## config.mk

```make
export PLATFORM = sky130hd
export DESIGN_NAME = lpsc_ctrl
export DESIGN_NICKNAME = d
export VERILOG_FILES = /design/src/pkg/lpsc_pkg.sv /design/src/hw/lpsc_sync.sv /design/src/hw/lpsc_ctrl.sv
export VERILOG_INCLUDE_DIRS = /design/src /design/src/pkg
export SDC_FILE = /design/constraint.sdc
export NUM_CORES = 1
export LEC_CHECK = 0
export BUFFER_PORTS_ARGS = -buffer_cell sky130_fd_sc_hd__clkbuf_2
export CORE_UTILIZATION = 25
export CTS_BUF_LIST = sky130_fd_sc_hd__clkbuf_4 sky130_fd_sc_hd__clkbuf_8
export DETAILED_ROUTE_END_ITERATION = 10
export PLACE_DENSITY = 0.55
export RECOVER_POWER = 100
export SETUP_SLACK_MARGIN = 0.1
export SLEW_MARGIN = 15
export SYNTH_ARGS = -nofsm -noshare
export SYNTH_HDL_FRONTEND = slang
export SYNTH_SLANG_ARGS = --single-unit
```

## constraint.sdc

```tcl
create_clock -name sys_clk -period 1.6 [get_ports sys_clk]
set_input_delay 0.16 -clock sys_clk [delete_from_list [all_inputs] [get_ports sys_clk]]
set_output_delay 0.16 -clock sys_clk [all_outputs]
set_load 0.05 [all_outputs]
```

## src/pkg/lpsc_params.svh

```systemverilog
/*
  Timing and encoding constants for the low-power state controller.
  Assumes inclusion by bare name from the package file; the design files only use its macros.
*/
`ifndef LPSC_PARAMS_SVH
`define LPSC_PARAMS_SVH

`define LPSC_SYNC_STAGES     2
`define LPSC_RELEASE_CLKS    2
`define LPSC_RELEASE_W       2
`define LPSC_STRAP_W         2
`define LPSC_GATE_W          3
`define LPSC_GATE_ALL        3'h7
`define LPSC_GATE_BUS_IRQ    3'h6
`define LPSC_GATE_NONE       3'h0
`define LPSC_GATE_CORE_BIT   0
`define LPSC_GATE_IRQ_BIT    1
`define LPSC_GATE_BUS_BIT    2
`define LPSC_ACK_W           2
`define LPSC_ACK_NONE        2'h0
`define LPSC_ACK_STOP_GRANT  2'h1
`define LPSC_ACK_MGMT        2'h2

`endif

```

## src/pkg/lpsc_pkg.sv

```systemverilog
/*
  Types for the low-power state controller.
  Assumes lpsc_params.svh is on the include path.
*/
`include "lpsc_params.svh"

package lpsc_pkg;

  typedef enum logic [2:0] {
    LPSC_NORMAL,
    LPSC_STOP_GRANT,
    LPSC_SLEEP,
    LPSC_DEEP_SLEEP
  } lpsc_state_t;

endpackage : lpsc_pkg

```

## src/hw/lpsc_sync.sv

```systemverilog
/*
  Two-flop synchroniser bank for the asynchronous power-state inputs.
  Assumes inputs are levels; a freeze holds both stages.
*/
`timescale 1ns/1ps
`default_nettype none

module lpsc_sync #(
  parameter int WIDTH = 4
) (
  input  wire logic             sys_clk,
  input  wire logic             reset,
  input  wire logic             clk_en,
  input  wire logic [WIDTH-1:0] async_in,
  output logic      [WIDTH-1:0] sync_out
);

  logic [WIDTH-1:0] stage1;

  // Reset value is all ones: the inputs are active low, so idle reads inactive
  genvar i;
  generate
    for (i = 0; i < WIDTH; i = i + 1) begin : g_bit
      always_ff @(posedge sys_clk) begin
        if (reset) begin
          stage1[i]   <= 1'b1;
          sync_out[i] <= 1'b1;
        end else if (clk_en) begin
          stage1[i]   <= async_in[i];
          sync_out[i] <= stage1[i];
        end
      end
    end
  endgenerate

endmodule : lpsc_sync

`default_nettype wire

```

## src/hw/lpsc_ctrl.sv

```systemverilog
/*
  Low-power state controller: sequences Normal, Stop-Grant, Sleep and Deep
  Sleep, gates unit clocks, requests acknowledge bus cycles and enters
  management mode on a management interrupt.
  Assumes the bus interface turns each ack_req, held until ack_done, into one bus transaction and
  that the core honours the clock gate and handler-start outputs.
*/
`timescale 1ns/1ps
`default_nettype none

module lpsc_ctrl
  import lpsc_pkg::*;
(
  input  wire logic                     sys_clk,
  input  wire logic                     reset,
  input  wire logic                     clk_en,
  input  wire logic                     clock_halt_req_n,
  input  wire logic                     doze_req_n,
  input  wire logic                     deep_doze_req_n,
  input  wire logic                     mgmt_irq_n,
  input  wire logic                     bus_clk_present,
  input  wire logic                     snoop_req,
  input  wire logic                     irq_req,
  input  wire logic                     ack_done,
  input  wire logic                     mgmt_exit,
  output logic      [`LPSC_GATE_W-1:0]  unit_clk_en,
  output logic                          ack_req,
  output logic      [`LPSC_ACK_W-1:0]   ack_type,
  output logic                          snoop_accept,
  output logic                          irq_accept,
  output logic                          exec_run,
  output logic                          state_save,
  output logic                          system_mgmt_mode,
  output logic                          handler_start,
  output logic                          power_status_ind_n,
  output logic                          bus_out_oe_n,
  output logic                          pins_tristate,
  output logic      [2:0]               power_state
);

  logic [3:0]  sync_in;
  logic        halt_req;
  logic        doze_req;
  logic        deep_req;
  logic        mgmt_req;
  logic        mgmt_seen;
  logic        reset_d;
  logic        mgmt_pend;
  logic        mgmt_take;
  logic        mgmt_wait_ack;
  logic        ack_busy;
  logic [`LPSC_RELEASE_W-1:0] release_cnt;
  logic [`LPSC_STRAP_W-1:0]   strap_cnt;
  lpsc_state_t state;
  lpsc_state_t next_state;

  // Only the second stage feeds the state logic; bus clock itself is untouched
  lpsc_sync #(
    .WIDTH (4)
  ) u_sync (
    .sys_clk  (sys_clk),
    .reset    (reset),
    .clk_en   (clk_en),
    .async_in ({mgmt_irq_n, deep_doze_req_n, doze_req_n, clock_halt_req_n}),
    .sync_out (sync_in)
  );

  assign halt_req = ~sync_in[0];
  assign doze_req = ~sync_in[1];
  assign deep_req = ~sync_in[2];
  assign mgmt_req = ~sync_in[3];

  always_comb begin
    next_state = state;
    case (state)
      LPSC_NORMAL: begin
        if (halt_req && !mgmt_wait_ack) begin
          next_state = LPSC_STOP_GRANT;
        end
      end
      LPSC_STOP_GRANT: begin
        if (doze_req) begin
          next_state = LPSC_SLEEP;
        end else if (!halt_req) begin
          next_state = LPSC_NORMAL;
        end
      end
      LPSC_SLEEP: begin
        // Only sleep release and deep-sleep move this state
        if (!doze_req) begin
          next_state = LPSC_STOP_GRANT;
        end else if (deep_req) begin
          next_state = LPSC_DEEP_SLEEP;
        end
      end
      LPSC_DEEP_SLEEP: begin
        // Deep Sleep exit is assumed to step back to Sleep, never further
        if (!deep_req) begin
          next_state = LPSC_SLEEP;
        end
      end
      default: begin
        next_state = LPSC_NORMAL;
      end
    endcase
  end
  // Sleep asked for in Normal, or deep-sleep outside Sleep, has no arc

  always_ff @(posedge sys_clk) begin
    if (reset) begin
      state <= LPSC_NORMAL;
    end else if (clk_en) begin
      state <= next_state;
    end
  end

  // Reported in enum order, so the pin value matches the state numbering
  always_ff @(posedge sys_clk) begin
    if (reset) begin
      power_state <= 3'h0;
    end else if (clk_en) begin
      power_state <= next_state;
    end
  end

  always_ff @(posedge sys_clk) begin
    if (reset) begin
      unit_clk_en <= `LPSC_GATE_ALL;
    end else if (clk_en) begin
      // Taken from next_state so the gates move on the same edge as the state
      case (next_state)
        LPSC_NORMAL: begin
          unit_clk_en <= `LPSC_GATE_ALL;
        end
        LPSC_STOP_GRANT: begin
          unit_clk_en <= `LPSC_GATE_BUS_IRQ;
        end
        default: begin
          unit_clk_en <= `LPSC_GATE_NONE;
        end
      endcase
    end
  end

  always_ff @(posedge sys_clk) begin
    if (reset) begin
      snoop_accept <= 1'b0;
      irq_accept   <= 1'b0;
      exec_run     <= 1'b1;
    end else if (clk_en) begin
      // Registered acceptance: a request is honoured one edge after it is seen
      snoop_accept <= snoop_req && (state == LPSC_NORMAL || state == LPSC_STOP_GRANT);
      irq_accept   <= irq_req && (state == LPSC_NORMAL || state == LPSC_STOP_GRANT);
      // Execution stays halted while the management acknowledge is outstanding
      exec_run     <= (next_state == LPSC_NORMAL) && !mgmt_wait_ack;
    end
  end

  always_ff @(posedge sys_clk) begin
    if (reset) begin
      power_status_ind_n <= 1'b1;
    end else if (clk_en) begin
      power_status_ind_n <= (next_state != LPSC_DEEP_SLEEP);
    end
  end

  // Management interrupt is a falling edge, taken only while executing in Normal
  always_ff @(posedge sys_clk) begin
    if (reset) begin
      mgmt_seen <= 1'b0;
    end else if (clk_en) begin
      mgmt_seen <= mgmt_req;
    end
  end

  // A stop-clock request in the same cycle wins; the interrupt stays pending
  assign mgmt_take = mgmt_pend && (state == LPSC_NORMAL) && (next_state == LPSC_NORMAL)
                     && !system_mgmt_mode && !ack_busy;

  always_ff @(posedge sys_clk) begin
    if (reset) begin
      mgmt_pend <= 1'b0;
    end else if (clk_en) begin
      // A level held across reset release is the strap, not an interrupt
      if (mgmt_req && !mgmt_seen && !reset_d) begin
        mgmt_pend <= 1'b1;
      end else if (mgmt_take) begin
        mgmt_pend <= 1'b0;
      end
    end
  end

  always_ff @(posedge sys_clk) begin
    if (reset) begin
      system_mgmt_mode <= 1'b0;
      state_save       <= 1'b0;
      mgmt_wait_ack    <= 1'b0;
      handler_start    <= 1'b0;
    end else if (clk_en) begin
      // Save and handler start are single-cycle strobes
      state_save    <= 1'b0;
      handler_start <= 1'b0;
      if (mgmt_take) begin
        system_mgmt_mode <= 1'b1;
        state_save       <= 1'b1;
        mgmt_wait_ack    <= 1'b1;
      end else if (mgmt_wait_ack && ack_busy && ack_done && ack_type == `LPSC_ACK_MGMT) begin
        mgmt_wait_ack <= 1'b0;
        handler_start <= 1'b1;
      end else if (system_mgmt_mode && !mgmt_wait_ack && mgmt_exit) begin
        system_mgmt_mode <= 1'b0;
      end
    end
  end

  // Acknowledge cycle request holds until the bus interface reports it done
  always_ff @(posedge sys_clk) begin
    if (reset) begin
      ack_req  <= 1'b0;
      ack_type <= `LPSC_ACK_NONE;
      ack_busy <= 1'b0;
    end else if (clk_en) begin
      if (ack_busy) begin
        if (ack_done) begin
          ack_req  <= 1'b0;
          ack_type <= `LPSC_ACK_NONE;
          ack_busy <= 1'b0;
        end
      end else if (state == LPSC_NORMAL && next_state == LPSC_STOP_GRANT) begin
        ack_req  <= 1'b1;
        ack_type <= `LPSC_ACK_STOP_GRANT;
        ack_busy <= 1'b1;
      end else if (mgmt_wait_ack) begin
        ack_req  <= 1'b1;
        ack_type <= `LPSC_ACK_MGMT;
        ack_busy <= 1'b1;
      end
    end
  end

  // The synchroniser reads idle right after release, so the strap is sampled
  // only once its stages hold the pin's real level
  always_ff @(posedge sys_clk) begin
    if (reset) begin
      strap_cnt <= `LPSC_STRAP_W'(`LPSC_SYNC_STAGES);
    end else if (clk_en) begin
      if (strap_cnt != `LPSC_STRAP_W'(0)) begin
        strap_cnt <= strap_cnt - `LPSC_STRAP_W'(1);
      end
    end
  end

  // Reset strap of the management input is caught once, when the window closes
  always_ff @(posedge sys_clk) begin
    if (reset) begin
      reset_d       <= 1'b1;
      pins_tristate <= 1'b0;
    end else if (clk_en) begin
      if (reset_d && strap_cnt == `LPSC_STRAP_W'(0)) begin
        reset_d       <= 1'b0;
        pins_tristate <= mgmt_req;
      end
    end
  end

  // Output enable drops one edge into reset, well inside the two-clock limit
  // Outputs stay released until the strap is known, so a strapped part never drives
  always_ff @(posedge sys_clk) begin
    if (reset) begin
      bus_out_oe_n <= 1'b1;
      release_cnt  <= `LPSC_RELEASE_W'(`LPSC_RELEASE_CLKS);
    end else if (clk_en) begin
      if (release_cnt != `LPSC_RELEASE_W'(0)) begin
        release_cnt <= release_cnt - `LPSC_RELEASE_W'(1);
      end
      bus_out_oe_n <= pins_tristate || reset_d || !bus_clk_present ||
                      (release_cnt != `LPSC_RELEASE_W'(0));
    end
  end

endmodule : lpsc_ctrl

`default_nettype wire

```

==> impl_metrics.toml, run 1 <==
[floorplanning]
die_w_um = 77.1
start_util = 0.268
io_pins = 30
rows = 26
core-area_um2 = 5270
die_h_um = 77.1
dieArea_um2 = 5940

[layout]
final_layout_size_suffix_gt1_frac = 0.167
final_nets = 205
post-route-util = 0.331
syn_to_final_growth_pct = 23.7
num_antenna_cells = 0

[power]
powerDensity_nw_per_um2 = 1100
p_leak_uw = 0.000733
irDropWorstVdd_v = 0.000431

[run_status]
outcome = "completed"

[sta]
hold_viol = 0
timing.fmax_ghz = 0.671
worstMarginPinSlew_ns = 0.616
relSlewSlack = 0.591
rsz0062_at_grt = "no"
setup_viol = 0
fin_tns_setup_ns = 0
period_share = 0.931
skew_ns = 0.00198
slew_viol_final = 0
period_minus_slack_ns = 1.49

[setup_path]
cp_data_arrival_time_ns = 1.68
cp_num_buf_inv = 0
r2r-start = "power_state[2]$_SDFFE_PP0P_"
start_kind = "flop"
slowest_stage = "or3_4"
cp_top_family = "simple AND/OR/NAND/NOR gates"
cp_cell_sequence = "or3_4 -> or3b_4 -> a311oi_1"
rr_worst_depth = 3
cp-end-kind = "flop"
r2r_end = "mgmt_pend$_SDFFE_PP0P_"
cp.required_ns = 1.79
slowest_delay_ns = 0.42
r2r_slack_ns = 0.11
critPathKind = "flop to flop"
crit_fanout = 7

[logic_synthesis]
syn_area_per_cell_um2 = 8.92
synth_seq_cells = 34
netlist_area_um2 = 1410
yosys_warnings = 0
syn_inst = 158
ys_types = 40
synthesis.nets = 172
yosysSeqAreaShare = 0.483

[clock_tree]
post_cts_buffers = 0
cts.reportedPaths.clkPinSlew_ns = 0.07
h-tree-depth = 2
root_buffer = "clkbuf_8"
cts_tree = "done"
clock_path_buffers = 2
clock_sinks = 34
cts_hold_buffers = 0
clk_latency_ns = 0.28
cts_buffers = 5
ctsResizeCount = 0

[place]
gp_congestion = 0.820
io_buffers = 29
dpl.hpwl_um = 2180

[global_route]
grt_pass1_vias = 1125
grt.met1_usage = 0.146
grtUsageMet3 = 0.0369
grt_util_all_layers = 0.112
grt_pass1_wl_um = 5220
met2_usage = 0.165
grt_overflow_total = 0
busiest_layer = "met2"
antenna_found_initial = 0
grt_max_degree = 22

[worst_hold_path]
min_to = "u_sync.stage1[0]$_SDFFE_PP1P_"
hold_class = "input pin to flop"
hold_depth = 3
min-delay-start = "clock_halt_req_n"

[run]
drv_cap = 0

[routing]
drc = 0
drtPass1Iterations = 4
via_per_inst = 4.50
antenna_left = 0
detail_route.wl_per_cell_um = 11.7
wl_um = 3070
drtIter0Drc = 93
vias = 1178
-- report_power, final --
| part | total [µW] | internal (µW) | switching, µW |
|---|---|---|---|
| Sequential | 923 | 893 | 30.3 |
| Clock | 738 | 435 | 303 |
| Combinational | 254 | 91.0 | 163 |
-- cell families (layout without fill, tap and decap cells) --
logic type / Yosys count / after routing / synth area share
buffers and inverters: 21 / 55 / 0.0603
multiplexers: 9 / 9 / 0.0648
adder cells (fa/ha/maj): 2 / 2 / 0.0177
AND/OR/NAND/NOR: 56 / 56 / 0.204
AO/OA/AOI/OAI: 34 / 34 / 0.158
XOR/XNOR: 2 / 2 / 0.0124
flip-flops: 34 / 34 / 0.483
-- registers in the layout, summed over array words and instances, names as in the netlist, 2 cells and up --
signal and cells:
release_cnt 2, strap_cnt 2, u_sync.sync_out 4, u_sync.stage1 4, ack_type 2, power_state 3, unit_clk_en 2
-- routing by layer --
layer,share of wire,wire length [µm],vias to the layer above
li1,-,-,612
met1,0.50,1530,532
met2,0.43,1330,28
met3,0.048,146,6
met4,0.021,65,0
met5,0,0,-
-- how the worst max path moves through the flow --
stage	from	cells after the start	endpoint
global route	power_state[2]$_SDFFE_PP0P_	3	mgmt_pend$_SDFFE_PP0P_
finish	power_state[2]$_SDFFE_PP0P_	3	mgmt_pend$_SDFFE_PP0P_
detailed placement	power_state[2]$_SDFFE_PP0P_	4	power_status_ind_n$_SDFFE_PP1P_
CTS	power_state[2]$_SDFFE_PP0P_	4	power_status_ind_n$_SDFFE_PP1P_
floorplan	power_state[2]$_SDFFE_PP0P_	4	power_status_ind_n$_SDFFE_PP1P_
global placement	power_state[2]$_SDFFE_PP0P_	4	power_status_ind_n$_SDFFE_PP1P_
-- layout by cell type, fill, tap and decap left out, drive strengths merged, types with 2 or more instances in the layout --
master	count
clkbuf	37
dfxtp	34
nand2	22
inv	12
nor2	11
a21oi	9
mux2i	8
buf	6
o21ai	5
nor2b	4
nand2b	4
o211ai	4
a22oi	4
nand4	2
o21bai	2
o31ai	2
a31oi	2
nor3	2
xnor2	2
ha	2
nand3	2
-- Yosys cell counts --
master / count / area share
nor4_1: 1 / 0.0044
o311ai_0: 1 / 0.0062
inv_2: 1 / 0.0027
nor3b_1: 1 / 0.0053
inv_1: 11 / 0.029
nand4_1: 2 / 0.0089
buf_1: 1 / 0.0027
and4_1: 1 / 0.0062
o21ai_0: 5 / 0.018
a21boi_0: 1 / 0.0053
or3_4: 1 / 0.0080
or3b_4: 1 / 0.0080
ha_1: 2 / 0.018
nand3b_1: 1 / 0.0053
nor4b_1: 1 / 0.0062
nor3_1: 2 / 0.0071
a22oi_1: 4 / 0.021
clkbuf_1: 5 / 0.013
o211ai_1: 4 / 0.021
a21oi_1: 9 / 0.032
and4b_1: 1 / 0.0071
xnor2_1: 2 / 0.012
or4b_1: 1 / 0.0071
buf_2: 2 / 0.0071
nor2_1: 11 / 0.029
mux2i_1: 8 / 0.057
a211oi_1: 1 / 0.0053
buf_4: 1 / 0.0053
o211a_1: 1 / 0.0071
o31ai_1: 2 / 0.011
dfxtp_1: 34 / 0.48
nand3_1: 2 / 0.0071
a31oi_1: 2 / 0.0089
a21o_1: 1 / 0.0053
nand2b_1: 4 / 0.018
a311oi_1: 1 / 0.0062
nand2_1: 22 / 0.059
o21bai_1: 2 / 0.011
mux2_2: 1 / 0.0080
nor2b_1: 4 / 0.018
-- layout make-up --
class / count / area, µm²
fill: 585 / 3530
sequential: 34 / 682
multi-input combinational: 103 / 652
timing repair buffer: 35 / 168
clock buffer: 8 / 110
tap: 70 / 87.6
inverter: 12 / 45.0
-- tightest hold or removal path: stages --
cell      delay (ns)
clkbuf_2        0.07
mux2i_1         0.05
nand2_1         0.05
-- metrics by stage --
step	total power (µW)	cell area (µm²)	setup slack, ns	instances	hold WS [ns]
finish	1910	1740	0.111	262	0.0897
global route	2000	1740	0.0601	262	0.102
CTS	1940	1760	0.137	262	0.0832
detailed placement	1200	1650	0.148	254	0.378
global placement	1200	1650	0.156	254	0.377
floorplan	1130	1420	0.127	158	0.288
Power figures use the tool's default switching activity.
==> run 2, diff against run 1 <==
ABC_AREA = 1   (was not set)
==> run 2 against run 1 <==
Net effect:
- total power is 5.4% lower
- core utilization is 1.7 points lower
- synthesized cell count is 21% higher
- area after synthesis is 0.44% lower
- sequential power hardly changed
- register-to-register slack better by 0.20 ns
- clock skew is 0.00075 ns higher
- global-route usage is 0.88 points higher
- first-iteration DRC count is 34% lower
- highest routed layer unchanged
==> impl_metrics.toml, run 2 <==
[run_status]
outcome = "completed"

[logic_synthesis]
yosysTopAreaCellShare = 0.485
synthMostInstantiatedCell = "nand2_1"
synth_edf_count = 0
synthFlopType = "dfxtp_1"
synth.area.top_cells = "dfxtp_1, nand2_1, a21oi_1, o21ai_0, inv_1"
ys_types = 19
netlist_area_um2 = 1400
synthesis.nets = 205
async_flop_share = 0
syn_area_per_cell_um2 = 7.35
syn_inst = 191
synth_common_cells = "nand2_1, dfxtp_1, inv_1"
yosysSeqAreaShare = 0.485
yosys_warnings = 0
yosysTopAreaCell = "dfxtp_1"
synth_seq_cells = 34

[routing]
antenna_left = 0
drc = 0
detail_route.wl_per_cell_um = 10.9
vias = 1240
via_per_inst = 4.26
wl_um = 3180
drtIter0Drc = 61
drtPass1Iterations = 4

[place]
placed_cells = 285
gp_congestion = 0.802
io_buffers = 29
dpl_cell_area_um2 = 1610
dpl.hpwl_um = 2290

[layout]
layout.cells.non_filler = 291
num_antenna_cells = 0
post-route-util = 0.314
top_regs = "u_sync.stage1 (4), u_sync.sync_out (4), power_state (3)"
layout_common_cells = "nand2_1, dfxtp_1, inv_1, nor2_1"
final_nets = 236
nFillCells = 615
final_layout_size_suffix_gt1_frac = 0.0995
final_common_cell = "nand2_1"
stdcell_area_um2 = 1650
syn_to_final_growth_pct = 17.8

[clock_tree]
cts_hold_buffers = 0
clock_path_buffers = 2
root_buffer = "clkbuf_8"
cts_buffers = 5
h-tree-depth = 2
post_cts_buffers = 0
cts_tree = "done"
cts.reportedPaths.clkPinSlew_ns = 0.06
clk_latency_ns = 0.28
clock_sinks = 34
ctsResizeCount = 0

[sta]
worstMarginPinSlew_ns = 0.624
slew_viol_final = 0
hold_viol = 0
skew_ns = 0.00273
relSlewSlack = 0.586
period_share = 0.847
rsz0062_at_grt = "no"
timing.fmax_ghz = 0.738
setup_viol = 0
fin_tns_setup_ns = 0
period_minus_slack_ns = 1.35

[global_route]
grt_pass1_vias = 1193
grt_overflow_total = 0
grt_pass1_wl_um = 5540
grt_max_degree = 19
antenna_found_initial = 0
grt_util_all_layers = 0.121

[setup_path]
cp_data_arrival_time_ns = 1.19
start_kind = "flop"
slowest_stage = "clkbuf_1"
cp_cell_sequence = "clkbuf_1"
critPathKind = "flop to output port"
cp_num_buf_inv = 1
cp-end-kind = "output port"
cp.required_ns = 1.44
slowest_delay_ns = 0.50
cp_top_family = "buffers and inverters"
crit_fanout = 5

[worst_hold_path]
hold_class = "input pin to flop"

[floorplanning]
rows = 26
start_util = 0.266
dieArea_um2 = 5920
die_w_um = 76.9
die_h_um = 76.9
core-area_um2 = 5270
io_pins = 30

[power]
irDropWorstVdd_v = 0.000476
powerDensity_nw_per_um2 = 1090
p_leak_uw = 0.000754
total_power_uw = 1810
seq_power_share = 0.511
switchingPower_uw = 509
p_clk_frac = 0.341
internal_power_uw = 1300
p_sw_frac = 0.281
p_comb_frac = 0.148

[run]
drv_cap = 0
==> run 2: cell types whose count changed in the layout (fill, tap and decap cells not counted), sizes merged, moves of 4 or more <==
cell	before	now
nand2	22	45
inv	12	26
o21ai	5	19
nand3	2	15
nor2	11	22
a21oi	9	18
mux2i	8	0
a22oi	4	0
buf	6	2
nand2b	4	0
nor2b	4	0
o211ai	4	0
==> run 2: worst min-delay path, cell delays in order <==
cell and delay (ns):
clkbuf_2 0.07, nand2_1 0.04, nand3_1 0.07
==> run 2: worst paths after layout <==
path              slack, ns                       endpoint  depth (start not counted)                          start
hold reg to reg        0.46  u_sync.stage1[3]$_SDFFE_PP1P_                          2  u_sync.stage1[3]$_SDFFE_PP1P_
setup / recovery       0.25                 power_state[1]                          1    power_state[1]$_SDFFE_PP0P_
hold / removal         0.09  u_sync.stage1[0]$_SDFFE_PP1P_                          3               clock_halt_req_n
setup reg to reg       0.31       ack_type[1]$_SDFFE_PP0P_                          8    power_state[2]$_SDFFE_PP0P_
==> run 2: area by class of cell <==
| type | instances | area [µm²] | area share |
|---|---|---|---|
| tap | 70 | 87.6 | 0.0529 |
| multi-input combinational | 124 | 569 | 0.344 |
| inverter | 26 | 97.6 | 0.0590 |
| clock buffer | 6 | 82.6 | 0.0499 |
| timing repair buffer | 31 | 136 | 0.0825 |
| sequential | 34 | 681 | 0.411 |
==> run 2: power by group through the flow <==
stage	sequential [µW]	combinational, µW	clock, µW
4_1_cts	925	281	645
3_3_place_gp	944	279	0
2_1_floorplan	1010	145	0
5_1_grt	931	306	685
3_5_place_dp	944	279	0
6_report	925	268	617
==> run 2: kinds of logic after synthesis <==
logic type,after synthesis,share of synthesized area
simple gates,85,0.263
flops,34,0.485
buf+inv,33,0.0998
compound gates,37,0.135
fa+ha+maj,2,0.0178
==> run 2: through the flow <==
stage          worst slack (ns)  hold slack, ns
2_1_floorplan             0.161           0.286
3_3_place_gp              0.354           0.377
3_5_place_dp              0.370           0.382
4_1_cts                   0.382          0.0837
5_1_grt                   0.149           0.108
6_report                  0.245          0.0900
==> run 2: metal layers <==
metal  GRT usage  vias up  part of all wire
li1            -      665                 -
met1       0.152      543              0.49
met3      0.0333        7             0.042
met2       0.184       25              0.45
met4      0.0692        0             0.019
met5           0        -                 0
